===== src/rtl/aor_map.svh =====
/*
  Register offsets, reset values and timing counts of the assignable
  output router. Assumes a 125 MHz system clock and byte addressing.
*/
`ifndef AOR_MAP_SVH
`define AOR_MAP_SVH

`define AOR_OFS_SEL 8'h00
`define AOR_OFS_FUNC 8'h04
`define AOR_OFS_POL 8'h08
`define AOR_OFS_DLY 8'h0c
`define AOR_OFS_STAT 8'h10
`define AOR_OFS_IRQ_STS 8'h14
`define AOR_OFS_IRQ_CLR 8'h18
`define AOR_OFS_IRQ_EN 8'h1c
`define AOR_OFS_THR_SPD 8'h20
`define AOR_OFS_THR_SET 8'h24
`define AOR_OFS_THR_ARM 8'h28
`define AOR_OFS_THR_FLD 8'h2c
`define AOR_OFS_HYST 8'h30

`define AOR_NUM_OUT 13
`define AOR_NUM_TERM 5
`define AOR_RELAY_SEL 5'h0d
`define AOR_SEL_DEF 5'h01
`define AOR_FUNC_MAX 5'h14

`define AOR_DEF_F1 5'h01
`define AOR_DEF_F2 5'h03
`define AOR_DEF_F3 5'h09
`define AOR_DEF_F4 5'h0b
`define AOR_DEF_F5 5'h0a
`define AOR_DEF_F6 5'h07
`define AOR_DEF_F7 5'h08
`define AOR_DEF_F8 5'h0c
`define AOR_DEF_F9 5'h0d
`define AOR_DEF_F10 5'h02
`define AOR_DEF_F11 5'h04
`define AOR_DEF_F12 5'h05
`define AOR_DEF_F13 5'h06
`define AOR_DEF_POL 13'h1009

`define AOR_CLK_MHZ 125
`define AOR_TICK_US 1000
`define AOR_TICK_CYC (`AOR_TICK_US * `AOR_CLK_MHZ)
`define AOR_DLY_MAX_S 240
`define AOR_DLY_MAX_MS (`AOR_DLY_MAX_S * 1000)

`endif


===== src/rtl/aor_pkg.sv =====
/*
  Types shared by the assignable output router files.
  Assumes nothing beyond the map header.
*/
package aor_pkg;
  typedef logic [4:0] aor_func_t;
  typedef logic [17:0] aor_ms_t;
  typedef logic [12:0] aor_vec_t;
  typedef logic [15:0] aor_mag_t;
endpackage


===== src/rtl/aor_delay.sv =====
/*
  Turn-on/turn-off delay filter for one output.
  Assumes a one-cycle millisecond tick from the same clock.
*/
`timescale 1ns/1ps
`include "aor_map.svh"
module aor_delay
  import aor_pkg::*;
(
  input wire logic ref_clk_i,
  input wire logic rstn_i,
  input wire logic tick_i,
  input wire logic d_i,
  input wire aor_ms_t dly_i,
  output logic q_o
);
  aor_ms_t cnt_r;
  logic q_r;

  assign q_o = q_r;

  // restart on change
  always_ff @(posedge ref_clk_i or negedge rstn_i) begin
    if (!rstn_i) begin
      cnt_r <= '0;
      q_r <= 1'b0;
    end else if (d_i == q_r) begin
      cnt_r <= '0;
    end else if (cnt_r >= dly_i) begin
      q_r <= d_i;
      cnt_r <= '0;
    end else if (tick_i) begin
      cnt_r <= cnt_r + 18'h00001;
    end
  end
endmodule


===== src/rtl/aor_top.sv =====
/*
  Assignable output router: thirteen outputs, each fed by a selectable
  drive status function, with polarity and delay on the terminal and
  relay outputs, configured over AXI4-Lite.
  Assumes drive status and magnitudes come from logic on ref_clk_i.
*/
// Added by the designer: the AXI4-Lite interface to the registers and the address map.
// How it works
// select 1..12 outputs, 13 relay, default 1
// one function may feed many outputs
// outputs 1..5 drive terminals, 6..12 none
// outputs 6..12 only in status word
// polarity, delay only on 1..5 and relay
// code 0 constant inactive, others status
// codes 14..17 magnitude above threshold
// 18 brake, 19 and 20 comparators
// factory default function routing
// polarity 0 high active, 1 low
// default low active on 1, 4, relay
// delay 0 to 240 s, 1 ms steps
// thresholds switch off with hysteresis
// host writes select, function, polarity, delay
// status shows active as one
// status bits 0..12, upper bits zero
// delay restarts on each input change
// reset drives inactive levels, clears delays
`timescale 1ns/1ps
`include "aor_map.svh"
module aor_top
  import aor_pkg::*;
#(
  parameter int MS_CYCLES = `AOR_TICK_CYC
) (
  input wire logic ref_clk_i,
  input wire logic rstn_i,
  input wire logic [7:0] s_axi_awaddr,
  input wire logic s_axi_awvalid,
  output logic s_axi_awready,
  input wire logic [31:0] s_axi_wdata,
  input wire logic [3:0] s_axi_wstrb,
  input wire logic s_axi_wvalid,
  output logic s_axi_wready,
  output logic [1:0] s_axi_bresp,
  output logic s_axi_bvalid,
  input wire logic s_axi_bready,
  input wire logic [7:0] s_axi_araddr,
  input wire logic s_axi_arvalid,
  output logic s_axi_arready,
  output logic [31:0] s_axi_rdata,
  output logic [1:0] s_axi_rresp,
  output logic s_axi_rvalid,
  input wire logic s_axi_rready,
  input wire logic [11:0] drive_status_i,
  input wire logic brake_ctrl_i,
  input wire logic cmp1_i,
  input wire logic cmp2_i,
  input wire aor_mag_t setpoint_mag_i,
  input wire aor_mag_t arm_current_i,
  input wire aor_mag_t field_current_i,
  input wire aor_mag_t speed_mag_i,
  output logic [4:0] term_o,
  output logic relay_o,
  output logic irq_o
);
  localparam aor_vec_t DEF_POL = `AOR_DEF_POL;
  localparam logic [16:0] TICK_LAST = 17'(MS_CYCLES - 1);
  localparam logic [31:0] DLY_MAX = 32'(`AOR_DLY_MAX_MS);

  logic awready_r, wready_r, bvalid_r, arready_r, rvalid_r;
  logic [1:0] bresp_r, rresp_r;
  logic [31:0] rdata_r;
  logic [7:0] awaddr_r, rdaddr_r;
  logic [31:0] wdata_r;
  logic [3:0] wstrb_r;
  logic do_wr;
  logic [31:0] wval;
  logic [32:0] aw_word, ar_word;

  aor_func_t out_sel_r;
  aor_func_t func_tab_r [0:12];
  aor_vec_t pol_r;
  aor_ms_t dly_tab_r [0:5];
  aor_mag_t thr_r [0:3];
  aor_mag_t hyst_r;
  logic [4:0] flag_r;
  logic [16:0] tick_cnt_r;
  logic tick_r;
  aor_vec_t raw;
  logic [5:0] dq;
  aor_vec_t st_nxt, st_r, irq_sts_r, irq_en_r;
  logic [4:0] term_r;
  logic relay_r, irq_r;

  function automatic logic hys_above(input logic st, input aor_mag_t m, input aor_mag_t t,
                                     input aor_mag_t h);
    if (st) begin
      hys_above = ({1'b0, m} + {1'b0, h}) > {1'b0, t};
    end else begin
      hys_above = m > t;
    end
  endfunction

  function automatic logic hys_below(input logic st, input aor_mag_t m, input aor_mag_t t,
                                     input aor_mag_t h);
    if (st) begin
      hys_below = {1'b0, m} < ({1'b0, t} + {1'b0, h});
    end else begin
      hys_below = m < t;
    end
  endfunction

  function automatic logic src_bit(input aor_func_t code, input logic [4:0] flg,
                                   input logic [11:0] ds, input logic [2:0] ext);
    case (code)
      5'h00: src_bit = 1'b0;
      5'h01: src_bit = flg[0];
      5'h0e: src_bit = flg[1];
      5'h0f: src_bit = flg[2];
      5'h10: src_bit = flg[3];
      5'h11: src_bit = flg[4];
      5'h12: src_bit = ext[0];
      5'h13: src_bit = ext[1];
      5'h14: src_bit = ext[2];
      default: src_bit = (code >= 5'h02 && code <= 5'h0d) ? ds[4'(code - 5'h02)] : 1'b0;
    endcase
  endfunction

  // delay slot of an output index, 7 when it has none
  function automatic logic [2:0] dly_slot(input aor_func_t sel);
    if (sel >= 5'h01 && sel <= 5'(`AOR_NUM_TERM)) begin
      dly_slot = 3'(sel - 5'h01);
    end else if (sel == `AOR_RELAY_SEL) begin
      dly_slot = 3'h5;
    end else begin
      dly_slot = 3'h7;
    end
  endfunction

  function automatic aor_func_t def_func(input int i);
    case (i)
      0: def_func = `AOR_DEF_F1;
      1: def_func = `AOR_DEF_F2;
      2: def_func = `AOR_DEF_F3;
      3: def_func = `AOR_DEF_F4;
      4: def_func = `AOR_DEF_F5;
      5: def_func = `AOR_DEF_F6;
      6: def_func = `AOR_DEF_F7;
      7: def_func = `AOR_DEF_F8;
      8: def_func = `AOR_DEF_F9;
      9: def_func = `AOR_DEF_F10;
      10: def_func = `AOR_DEF_F11;
      11: def_func = `AOR_DEF_F12;
      default: def_func = `AOR_DEF_F13;
    endcase
  endfunction

  function automatic logic [32:0] rd_word(input logic [7:0] a);
    logic [2:0] s;
    s = dly_slot(out_sel_r);
    rd_word = 33'h000000000;
    case (a)
      `AOR_OFS_SEL: rd_word[4:0] = out_sel_r;
      `AOR_OFS_FUNC: rd_word[4:0] = func_tab_r[4'(out_sel_r - 5'h01)];
      `AOR_OFS_POL: rd_word[0] = pol_r[4'(out_sel_r - 5'h01)];
      `AOR_OFS_DLY: rd_word[17:0] = (s == 3'h7) ? 18'h00000 : dly_tab_r[s];
      `AOR_OFS_STAT: rd_word[12:0] = st_r;
      `AOR_OFS_IRQ_STS: rd_word[12:0] = irq_sts_r;
      `AOR_OFS_IRQ_CLR: rd_word = 33'h000000000;
      `AOR_OFS_IRQ_EN: rd_word[12:0] = irq_en_r;
      `AOR_OFS_THR_SPD: rd_word[15:0] = thr_r[0];
      `AOR_OFS_THR_SET: rd_word[15:0] = thr_r[1];
      `AOR_OFS_THR_ARM: rd_word[15:0] = thr_r[2];
      `AOR_OFS_THR_FLD: rd_word[15:0] = thr_r[3];
      `AOR_OFS_HYST: rd_word[15:0] = hyst_r;
      default: rd_word[32] = 1'b1;
    endcase
  endfunction

  // write address and data taken in either order
  always_ff @(posedge ref_clk_i or negedge rstn_i) begin
    if (!rstn_i) begin
      awready_r <= 1'b1;
      awaddr_r <= 8'h00;
    end else if (s_axi_awvalid && awready_r) begin
      awready_r <= 1'b0;
      awaddr_r <= s_axi_awaddr;
    end else if (bvalid_r && s_axi_bready) begin
      awready_r <= 1'b1;
    end
  end

  always_ff @(posedge ref_clk_i or negedge rstn_i) begin
    if (!rstn_i) begin
      wready_r <= 1'b1;
      wdata_r <= 32'h00000000;
      wstrb_r <= 4'h0;
    end else if (s_axi_wvalid && wready_r) begin
      wready_r <= 1'b0;
      wdata_r <= s_axi_wdata;
      wstrb_r <= s_axi_wstrb;
    end else if (bvalid_r && s_axi_bready) begin
      wready_r <= 1'b1;
    end
  end

  assign do_wr = !awready_r && !wready_r && !bvalid_r;

  always_comb begin
    aw_word = rd_word(awaddr_r);
    ar_word = rd_word(s_axi_araddr);
  end

  always_comb begin
    logic [31:0] m;
    m = {{8{wstrb_r[3]}}, {8{wstrb_r[2]}}, {8{wstrb_r[1]}}, {8{wstrb_r[0]}}};
    wval = (aw_word[31:0] & ~m) | (wdata_r & m);
  end

  always_ff @(posedge ref_clk_i or negedge rstn_i) begin
    if (!rstn_i) begin
      bvalid_r <= 1'b0;
      bresp_r <= 2'b00;
    end else if (do_wr) begin
      bvalid_r <= 1'b1;
      bresp_r <= aw_word[32] ? 2'b10 : 2'b00;
    end else if (s_axi_bready) begin
      bvalid_r <= 1'b0;
    end
  end

  always_ff @(posedge ref_clk_i or negedge rstn_i) begin
    if (!rstn_i) begin
      arready_r <= 1'b1;
      rvalid_r <= 1'b0;
      rdata_r <= 32'h00000000;
      rresp_r <= 2'b00;
      rdaddr_r <= 8'h00;
    end else if (s_axi_arvalid && arready_r) begin
      arready_r <= 1'b0;
      rvalid_r <= 1'b1;
      rdata_r <= ar_word[31:0];
      rresp_r <= ar_word[32] ? 2'b10 : 2'b00;
      rdaddr_r <= s_axi_araddr;
    end else if (rvalid_r && s_axi_rready) begin
      rvalid_r <= 1'b0;
      arready_r <= 1'b1;
    end
  end

  // output index range
  always_ff @(posedge ref_clk_i or negedge rstn_i) begin
    if (!rstn_i) begin
      out_sel_r <= `AOR_SEL_DEF;
    end else if (do_wr && awaddr_r == `AOR_OFS_SEL && wval[31:0] >= 32'h1 &&
                 wval[31:0] <= 32'(`AOR_NUM_OUT)) begin
      out_sel_r <= wval[4:0];
    end
  end

  // factory routing table
  always_ff @(posedge ref_clk_i or negedge rstn_i) begin
    if (!rstn_i) begin
      for (int i = 0; i < `AOR_NUM_OUT; i++) begin
        func_tab_r[i] <= def_func(i);
      end
    end else if (do_wr && awaddr_r == `AOR_OFS_FUNC && wval[31:0] <= 32'(`AOR_FUNC_MAX)) begin
      // no uniqueness check
      func_tab_r[4'(out_sel_r - 5'h01)] <= wval[4:0];
    end
  end

  // default polarity
  always_ff @(posedge ref_clk_i or negedge rstn_i) begin
    if (!rstn_i) begin
      pol_r <= DEF_POL;
    end else if (do_wr && awaddr_r == `AOR_OFS_POL && dly_slot(out_sel_r) != 3'h7) begin
      // polarity only where a pin exists
      pol_r[4'(out_sel_r - 5'h01)] <= wval[0];
    end
  end

  // delay range in ms
  always_ff @(posedge ref_clk_i or negedge rstn_i) begin
    if (!rstn_i) begin
      for (int i = 0; i < 6; i++) begin
        dly_tab_r[i] <= 18'h00000;
      end
    end else if (do_wr && awaddr_r == `AOR_OFS_DLY && dly_slot(out_sel_r) != 3'h7 &&
                 wval[31:0] <= DLY_MAX) begin
      dly_tab_r[dly_slot(out_sel_r)] <= wval[17:0];
    end
  end

  always_ff @(posedge ref_clk_i or negedge rstn_i) begin
    if (!rstn_i) begin
      for (int i = 0; i < 4; i++) begin
        thr_r[i] <= 16'h0000;
      end
      hyst_r <= 16'h0000;
    end else if (do_wr) begin
      case (awaddr_r)
        `AOR_OFS_THR_SPD: thr_r[0] <= wval[15:0];
        `AOR_OFS_THR_SET: thr_r[1] <= wval[15:0];
        `AOR_OFS_THR_ARM: thr_r[2] <= wval[15:0];
        `AOR_OFS_THR_FLD: thr_r[3] <= wval[15:0];
        `AOR_OFS_HYST: hyst_r <= wval[15:0];
        default: hyst_r <= hyst_r;
      endcase
    end
  end

  // hysteresis comparators
  always_ff @(posedge ref_clk_i or negedge rstn_i) begin
    if (!rstn_i) begin
      flag_r <= 5'h00;
    end else begin
      flag_r[0] <= hys_below(flag_r[0], speed_mag_i, thr_r[0], hyst_r);
      // magnitude over threshold
      flag_r[1] <= hys_above(flag_r[1], setpoint_mag_i, thr_r[1], hyst_r);
      flag_r[2] <= hys_above(flag_r[2], arm_current_i, thr_r[2], hyst_r);
      flag_r[3] <= hys_above(flag_r[3], field_current_i, thr_r[3], hyst_r);
      flag_r[4] <= hys_above(flag_r[4], speed_mag_i, thr_r[0], hyst_r);
    end
  end

  // millisecond tick
  always_ff @(posedge ref_clk_i or negedge rstn_i) begin
    if (!rstn_i) begin
      tick_cnt_r <= 17'h00000;
      tick_r <= 1'b0;
    end else if (tick_cnt_r >= TICK_LAST) begin
      tick_cnt_r <= 17'h00000;
      tick_r <= 1'b1;
    end else begin
      tick_cnt_r <= tick_cnt_r + 17'h00001;
      tick_r <= 1'b0;
    end
  end

  // source selection
  always_comb begin
    for (int i = 0; i < `AOR_NUM_OUT; i++) begin
      raw[i] = src_bit(func_tab_r[i], flag_r, drive_status_i, {cmp2_i, cmp1_i, brake_ctrl_i});
    end
  end

  for (genvar g = 0; g < 6; g++) begin : g_dly
    aor_delay i_aor_delay (
      .ref_clk_i(ref_clk_i),
      .rstn_i(rstn_i),
      .tick_i(tick_r),
      .d_i(raw[(g < 5) ? g : 12]),
      .dly_i(dly_tab_r[g]),
      .q_o(dq[g])
    );
  end

  // status word
  assign st_nxt = {dq[5], raw[11:5], dq[4:0]};

  // pins from polarity
  always_ff @(posedge ref_clk_i or negedge rstn_i) begin
    if (!rstn_i) begin
      st_r <= 13'h0000;
      term_r <= DEF_POL[4:0];
      relay_r <= DEF_POL[12];
    end else begin
      st_r <= st_nxt;
      // only five terminals
      term_r <= dq[4:0] ^ pol_r[4:0];
      relay_r <= dq[5] ^ pol_r[12];
    end
  end

  // sticky status, set beats clear
  always_ff @(posedge ref_clk_i or negedge rstn_i) begin
    if (!rstn_i) begin
      irq_sts_r <= 13'h0000;
      irq_en_r <= 13'h0000;
      irq_r <= 1'b0;
    end else begin
      if (do_wr && awaddr_r == `AOR_OFS_IRQ_EN) begin
        irq_en_r <= wval[12:0];
      end
      if (do_wr && awaddr_r == `AOR_OFS_IRQ_CLR) begin
        irq_sts_r <= (irq_sts_r & ~wval[12:0]) | (st_nxt & ~st_r);
      end else begin
        irq_sts_r <= irq_sts_r | (st_nxt & ~st_r);
      end
      irq_r <= |(irq_sts_r & irq_en_r);
    end
  end

  assign s_axi_awready = awready_r;
  assign s_axi_wready = wready_r;
  assign s_axi_bvalid = bvalid_r;
  assign s_axi_bresp = bresp_r;
  assign s_axi_arready = arready_r;
  assign s_axi_rvalid = rvalid_r;
  assign s_axi_rdata = rdata_r;
  assign s_axi_rresp = rresp_r;
  assign term_o = term_r;
  assign relay_o = relay_r;
  assign irq_o = irq_r;
endmodule


===== config.mk =====
export PLATFORM = sky130hd
export DESIGN_NAME = aor_top
export DESIGN_NICKNAME = d
export VERILOG_FILES = /design/src/rtl/aor_pkg.sv /design/src/rtl/aor_delay.sv /design/src/rtl/aor_top.sv
export VERILOG_INCLUDE_DIRS = /design/src /design/src/rtl
export SDC_FILE = /design/constraint.sdc
export NUM_CORES = 2
export LEC_CHECK = 0
export ABC_AREA = 1
export BUFFER_PORTS_ARGS = -buffer_cell sky130_fd_sc_hd__buf_2
export CAP_MARGIN = 15
export CORE_MARGIN = 2
export CORE_UTILIZATION = 55
export CTS_CLUSTER_SIZE = 12
export DETAILED_ROUTE_END_ITERATION = 8
export HOLD_SLACK_MARGIN = 0.06
export PLACE_DENSITY = 0.84
export SYNTH_ARGS = -nofsm -noshare
export SYNTH_HDL_FRONTEND = slang
export SYNTH_HIERARCHICAL = 1
export SYNTH_SLANG_ARGS = --single-unit
export TNS_END_PERCENT = 50

===== constraint.sdc =====
create_clock -name ref_clk_i -period 3.95 [get_ports ref_clk_i]
set_input_delay 0.395 -clock ref_clk_i [delete_from_list [all_inputs] [get_ports ref_clk_i]]
set_output_delay 0.395 -clock ref_clk_i [all_outputs]
set_load 0.01 [all_outputs]

# Word level (Yosys, flattened, before mapping)
# Index checks and enable logic that the tools add are counted.
[totals]
register_bits = 525
output_inout_bits = 48
wordCells = 510
[classes]
add_sub_neg = 26
order_cmp = 69
eq_ne = 137
mux = 120
bitwise = 22
reduce_logical = 78
[ops]
columns = ["operator", "count"]
rows = [
  ["18-bit 2-to-1 mux", 22],
  ["5-bit equality test, second input constant", 65],
  ["8-bit one-hot mux with 9 select lines", 2],
  ["5-bit by 4-bit equality test with 1-bit output, second input constant", 27],
  ["1-bit one-hot mux with 9 select lines", 13],
  ["18-bit by 1-bit adder with 18-bit output, second input constant", 6],
  ["108-bit bitwise mux", 1],
  ["18-bit greater-or-equal comparator", 6],
  ["4-bit one-hot mux with 11 select lines", 2],
  ["16-bit by 16-bit adder with 17-bit output", 5],
  ["8-bit by 6-bit equality test with 1-bit output, second input constant", 10],
  ["4-bit by 5-bit less-than comparator with 1-bit output, second input constant", 14],
  ["17-bit by 16-bit greater-than comparator with 1-bit output", 4],
  ["65-bit bitwise mux", 1],
  ["5-bit by 1-bit equality test with 1-bit output, second input constant", 13],
  ["5-bit by 2-bit greater-or-equal comparator with 1-bit output, second input constant", 13],
  ["5-bit by 4-bit <= comparator with 1-bit output, second input constant", 13],
  ["5-bit zero test", 13],
  ["8-bit by 5-bit equality test with 1-bit output, second input constant", 8],
  ["16-bit greater-than comparator", 4],
  ["1-bit binary-select mux with 4-bit select", 14],
  ["18-bit binary-select mux with 3-bit select", 1],
  ["18-bit demux with 3-bit select", 1],
  ["4-bit by 2-bit subtractor with 4-bit output, second input constant", 13],
  ["52 further kinds", 181],
]

# Longest topological paths before layout
[logic_depth]
word_depth = 20
ltp_mapped = 27
ltp_nobuf = 24

# Hierarchy
# The synthesis kept the hierarchy.
[modules_own_cells]
columns = ["mod", "instances", "cells_per_inst", "area_each_um2", "seq_area_each_um2"]
rows = [
  ["aor_top", 1, 4432, 31585.3, 10278.6],
  ["aor_delay", 6, 232, 1680.4, 475.5],
]

# Least setup slack after synthesis
# Ideal clock, no wire load.
[synth_path]
path_kind = "flip-flop to flip-flop"
start = "register out_sel_r[0]"
end = "register dly_tab_r[25] (netlist bit)"
setup_ns = 0.117
arrival_time_ns = 3.318
t_required_ns = 3.833
setup_slack_ns = 0.515
stages_incl_launch_ff = 25
n_path_buf = 4
path_cell_list = "dfstp_2 > inv_2 > buf_1 > ha_1 > inv_2 > buf_1 > nand3_1 > nand4_1 > nand2_1 > nor2_1 > nor2_1 > nor2_1 > nand2_1 > nand2_1 > nand2_2 > nor2_2 > nand2_1 > nor2_1 > nand3_1 > nand3_2 > buf_8 > nand3_4 > buf_6 > nand2_1 > nand2_1"
[synth_between]
elab_chain_len = 13
word_cells_on_any_way = 38
cone_classes = "add/sub: 1; order compare: 5; eq/ne: 3; mux: 20; bitwise: 5; reduce/logical: 4"
[synth_lines]
columns = ["item", "line", "source"]
rows = [
  ["start: declaration", "aor_top.sv:79", "aor_func_t out_sel_r;"],
  ["start signal: assignment", "aor_top.sv:253", "out_sel_r <= `AOR_SEL_DEF;"],
  ["start signal: assignment", "aor_top.sv:256", "out_sel_r <= wval[4:0];"],
  ["5-bit by 1-bit greater-or-equal comparator with 1-bit output (tied with other cells)", "aor_top.sv:130", "if (sel >= 5'h01 && sel <= 5'(`AOR_NUM_TERM)) begin"],
  ["1-bit logical AND / 2-bit 2-to-1 mux (equally long branches)", "aor_top.sv:130, aor_top.sv:132", ""],
  ["3-bit 2-to-1 mux", "aor_top.sv:130", ""],
  ["3-bit NOT with 4-bit output (not written as such)", "aor_top.sv:165", "`AOR_OFS_DLY: rd_word[17:0] = (s == 3'h7) ? 18'h00000 : dly_tab_r[s];"],
  ["18-bit binary-select mux with 3-bit select", "aor_top.sv:165", ""],
  ["18-bit 2-to-1 mux (not written as such) (2 in a row)", "aor_top.sv:165", ""],
  ["18-bit 2-to-1 mux", "aor_top.sv:165", ""],
  ["1-bit one-hot mux with 12 select lines (tied with other cells)", "aor_top.sv:161", "case (a)"],
  ["18-bit by 32-bit AND with 32-bit output", "aor_top.sv:216", "wval = (aw_word[31:0] & ~m) | (wdata_r & m);"],
  ["32-bit bitwise OR", "aor_top.sv:216", ""],
  ["32-bit by 18-bit <= comparator with 1-bit output", "aor_top.sv:289", "wval[31:0] <= DLY_MAX) begin"],
  ["1-bit logical AND", "aor_top.sv:288", "end else if (do_wr && awaddr_r == `AOR_OFS_DLY && dly_slot(out_sel_r) != 3'h7 &&"],
  ["end signal: indexed assignment", "aor_top.sv:290", "dly_tab_r[dly_slot(out_sel_r)] <= wval[17:0];"],
  ["end: declaration", "aor_top.sv:82", "aor_ms_t dly_tab_r [0:5];"],
]
# Parallel ways exist; a longest one is shown, timed or not. The select of a mux whose other input is x is not followed.
# A chain may end at the register's enable or synchronous reset.

# Final worst setup path
[layout_path]
start = "register hyst_r[0]"
end = "register flag_r[3]"
[layout_between]
elab_chain_len = 3
[layout_lines]
columns = ["item", "line", "source"]
rows = [
  ["start: declaration", "aor_top.sv:84", "aor_mag_t hyst_r;"],
  ["start signal: assignment", "aor_top.sv:306", "`AOR_OFS_HYST: hyst_r <= wval[15:0];"],
  ["start signal: assignment", "aor_top.sv:307", "default: hyst_r <= hyst_r;"],
  ["16-bit by 16-bit adder with 17-bit output", "aor_top.sv:97", "hys_above = ({1'b0, m} + {1'b0, h}) > {1'b0, t};"],
  ["17-bit by 16-bit greater-than comparator with 1-bit output", "aor_top.sv:97", ""],
  ["1-bit 2-to-1 mux", "aor_top.sv:96", "if (st) begin"],
  ["end signal: assignment", "aor_top.sv:321", "flag_r[3] <= hys_above(flag_r[3], field_current_i, thr_r[3], hyst_r);"],
  ["end: declaration", "aor_top.sv:85", "logic [4:0] flag_r;"],
]
# No other way between the ends.

==> metrics.md <==
| Metric | Value |
|---|---|
| Maxcap violations | 0 |
| Area Growth Syn to Fin | 12.4% |
| Cell area after layout | 46800 sq um |
| Syn Std Cell Area | around 42000 sq um |
| Max layer used | met5 |
| GRT Overall Usage | 36.0% |
| Non-filler cells in the finished layout | 7093 |
| Fill count | 6466 |
| Fin Clk Skew | 0.0224 ns |
| Setup crit end kind | register |
| Pleak | 0.0225 uW |
| Power per cell area | 335 nW/um^2 |
| Routability Congestion | 1.06 |
| First-pass GRT wire length | 221000 um |
| Hold Crit Class | primary input to register |
| Final Critical Period | ~3.8 ns |
| Vias per cell | 6.02 |
| I/O pins | 186 |
| RSZ-0062 raised after global routing | yes |
| DR WL met2 | 61300 um |
| Synthesis Warnings | 6 |
| Met3 Wirelength | ~17000 um |
| CTS Buf Count | 57 |
| Die area | 78000 sq um |
| Post-synth EDFFs | 0 |
| Vias in the first global route | 39.8k |
| Fin nets | 6600 |
| Netlist cell types | 66 |
| Worst-margin pin slew | 1.08 ns |
| Synth Register Bits | 523 |
| Relative slew slack | approximately 28% |
| Largest net degree at the start of global routing | 102 |
| Crit share post-route | 96.5% |
| Antenna violations before repair | 4 |
| Setup violators final | 0 |
| R2r setup slk | roughly 0.14 ns |
| TritonCTS clock tree | built |
| Worst ir drop on vdd | 0.000474 V |
| Rows | 100 |
| TritonCTS Sinks | 523 |
| Top cell type's share of synthesized area | 29.3% |
| WHS Path Cells | 5 |
| Post-synthesis sequential area ratio | between 30% and 40% |
| Vias | 42.7k |
| WP data required | 4.52 ns |
| DRC viols | 0 |
| R2R Path End | flag_r[3]$_DFF_PN0_ |
| Layout cell share with drive strength beyond 1 | 12.0% |
| Max Transition Viols Final | 0 |
| Core area | 74700 sq um |
| Routed length per instance | 20.4 um |
| Crit Path Max Fanout | 8 |
| Hold Path Origin | setpoint_mag_i[15] |
| Initial drt markers | 5233 |
| Die height | about 280 um |
| Synth Flop Type | dfrtp_1 |
| H-Tree Depth | 2 |
| Post-Route M1 WL | 56500 um |
| Syn_area_per_cell | 7.15 sq um |
| Final hold violations | 0 |
| Post-Route WL | 145000 um |
| CTS root buf | clkbuf_16 |
| Top post-synthesis cells by area | dfrtp_1 (29%), nand2_1 (15%), ha_1 (11%) |
| Worst EP arrival | 4.38 ns |
| Sink of the worst hold path | flag_r[1]$_DFF_PN0_ |
| Clock buffer depth | 3 |
| Dpl cells | 6910 |
| Reg clk slew, reported paths | roughly 0.060 ns |
| Routed Antenna Nets | 0 |
| Max Freq | 262 MHz |
| DP Area | 43900 sq um |
| Die Wd | 279 um |
| Ys async rst share | 100% |
| First-pass detailed-route iteration total | 9 |
| Worst Reg-to-Reg Cells | 19 |
| Syn Inst Count | 5824 |
| DP Wirelength | 106000 um |
| Reg-to-Reg Start | hyst_r[0]$_DFFE_PN0P_ |
| Global route total overflow | 0 |
| Clock insertion delay at the later pin of the skew report | 0.65 ns |
| Status | finished clean |
| Critical Path Source Type | register |
| Largest area contributor in the netlist | dfrtp_1 |
| Initial Util | 55.8% |
| CP Class | register to register |
| IO Port Bufs | between 150 and 200 |
==> final cells by class <==
class / count / area [sq um] / area share [%]
Inverter: 776 / 2920 / 6.24
Timing Repair Buffer: 370 / 2800 / 5.97
Clock buffer: 86 / 1690 / 3.60
Sequential cell: 523 / 13100 / 28.1
Clock inverter: 18 / 249 / 0.532
Antenna cell: 4 / 10.0 / 0.0214
Tap cell: 969 / 1210 / 2.59
Multi-Input combinational cell: 4347 / 24800 / 53.0
==> cell families after synthesis <==
logic type | synth area share (%)
xor gates and xnor gates | 3.24
adders and majority gates | 11.7
buffers and inverters | 9.58
DFF | 31.5
muxes | 0.982
and+or+nand+nor | 30.4
other | 0.00900
AOI/OAI and AO/OA | 12.6
==> power by group <==
group	switching, uW	internal [uW]	leakage [uW]
Combinational	2960	1070	0.0146
Sequential	337	5700	0.00695
Clock	2330	3270	0.000944
Total	5630	10000	0.0225
==> worst max-delay path by stage <==
stage / start / end / depth (start not counted)
floorplan: out_sel_r[0]$_DFFE_PN1P_ / dly_tab_r[25]$_DFFE_PN0P_ / 24
finish: hyst_r[0]$_DFFE_PN0P_ / flag_r[3]$_DFF_PN0_ / 19
CTS: hyst_r[0]$_DFFE_PN0P_ / flag_r[3]$_DFF_PN0_ / 19
global route: hyst_r[0]$_DFFE_PN0P_ / flag_r[2]$_DFF_PN0_ / 22
global placement: out_sel_r[0]$_DFFE_PN1P_ / out_sel_r[3]$_DFFE_PN0P_ / 19
detailed placement: out_sel_r[0]$_DFFE_PN1P_ / out_sel_r[3]$_DFFE_PN0P_ / 19
==> worst max-delay path: stages (launching register included) <==
cell and delay, ns:
dfrtp_2 0.55, ha_2 0.25, fa_1 0.40, nand3_1 0.09
nand2_1 0.10, nand2_1 0.09, o211ai_1 0.13, a21oi_1 0.22
o21bai_1 0.12, a31oi_2 0.24, xnor2_1 0.10, ha_1 0.33
nand4_1 0.18, o21ai_0 0.20, nand3_1 0.10, a21boi_0 0.22
nor2_1 0.08, o21bai_1 0.17, o21ai_1 0.09, nand2_1 0.06
==> flip-flops by register name, summed over array words and instances (netlist names), 4 cells and up <==
register and cells:
g_dly.i_aor_delay/cnt_r 108, st_r 13, term_o 5, irq_sts_r 13, wdata_r 32, s_axi_rdata 18
pol_r 13, wstrb_r 4, irq_en_r 13, g_dly.i_aor_delay/q_o 6, hyst_r 16, tick_cnt_r 17
dly_tab_r 108, awaddr_r 8, thr_r 64, func_tab_r 65, flag_r 5, out_sel_r 5
==> through the flow <==
step	hold slack, ns	setup WS (ns)	util, %	power, uW	TNS, ns
floorplan	0.0994	0.515	-	7870	0
global placement	0.449	0.110	58.8	9710	0
detailed placement	0.462	0.00232	58.8	9780	0
CTS	0.276	0.0118	62.0	15400	0
global route	0.338	-0.0642	62.7	16100	-0.959
finish	0.292	0.137	62.7	15700	0
==> synth_stat cells, types with 28 or more instances <==
master / count
nor3_1: 99
nand2_1: 1628
o211ai_1: 32
dfstp_2: 35
nor4_1: 28
nor2_2: 90
ha_1: 382
o2111ai_1: 40
nor2_1: 452
nand2_2: 37
dfrtp_1: 488
nand3_1: 296
buf_2: 31
a21oi_1: 223
nand4_1: 179
inv_1: 756
o22ai_1: 116
xor2_1: 114
buf_4: 36
o21ai_0: 270
mux2_2: 31
xnor2_1: 40
clkbuf_1: 97
==> timing repair <==
| action | CTS | global route |
|---|---|---|
| gates cloned | 0 | 8 |
| gates resized for setup | 1 | 61 |
| setup buffers | 0 | 20 |
| pin swaps | 0 | 13 |
| hold buffers | 47 | 0 |
| hold endpoints to repair | 109 | 0 |
| setup endpoints to repair | 3 | 182 |
==> cells in the final DEF (no fill, tap or decap), types with 15 or more instances in the layout <==
cell and n:
a21o_1 20, a21oi_1 219, a221oi_1 23, a31oi_1 17, buf_12 19, buf_2 168, buf_4 127, clkbuf_16 60
clkbuf_8 15, conb_1 16, dfrtp_1 480, dfstp_2 35, dlygate4sd3_1 47, ha_1 376, inv_1 754, inv_2 18
mux2_2 31, nand2_1 1625, nand2_2 39, nand3_1 294, nand3_4 15, nand4_1 179, nor2_1 450, nor2_2 91
nor2_4 22, nor3_1 94, nor4_1 27, o2111ai_1 40, o211ai_1 32, o21a_1 15, o21ai_0 264, o21ai_1 22
o21bai_1 18, o22ai_1 116, xnor2_1 40, xor2_1 114
==> per-layer routing <==
metal  vias to the layer above  track usage, %
met5                         -               0
met4                         2            19.5
met3                       581            9.20
met2                      2551            54.5
met1                     19800            47.1
li1                      19800               -
Power figures use the tool's default switching activity.
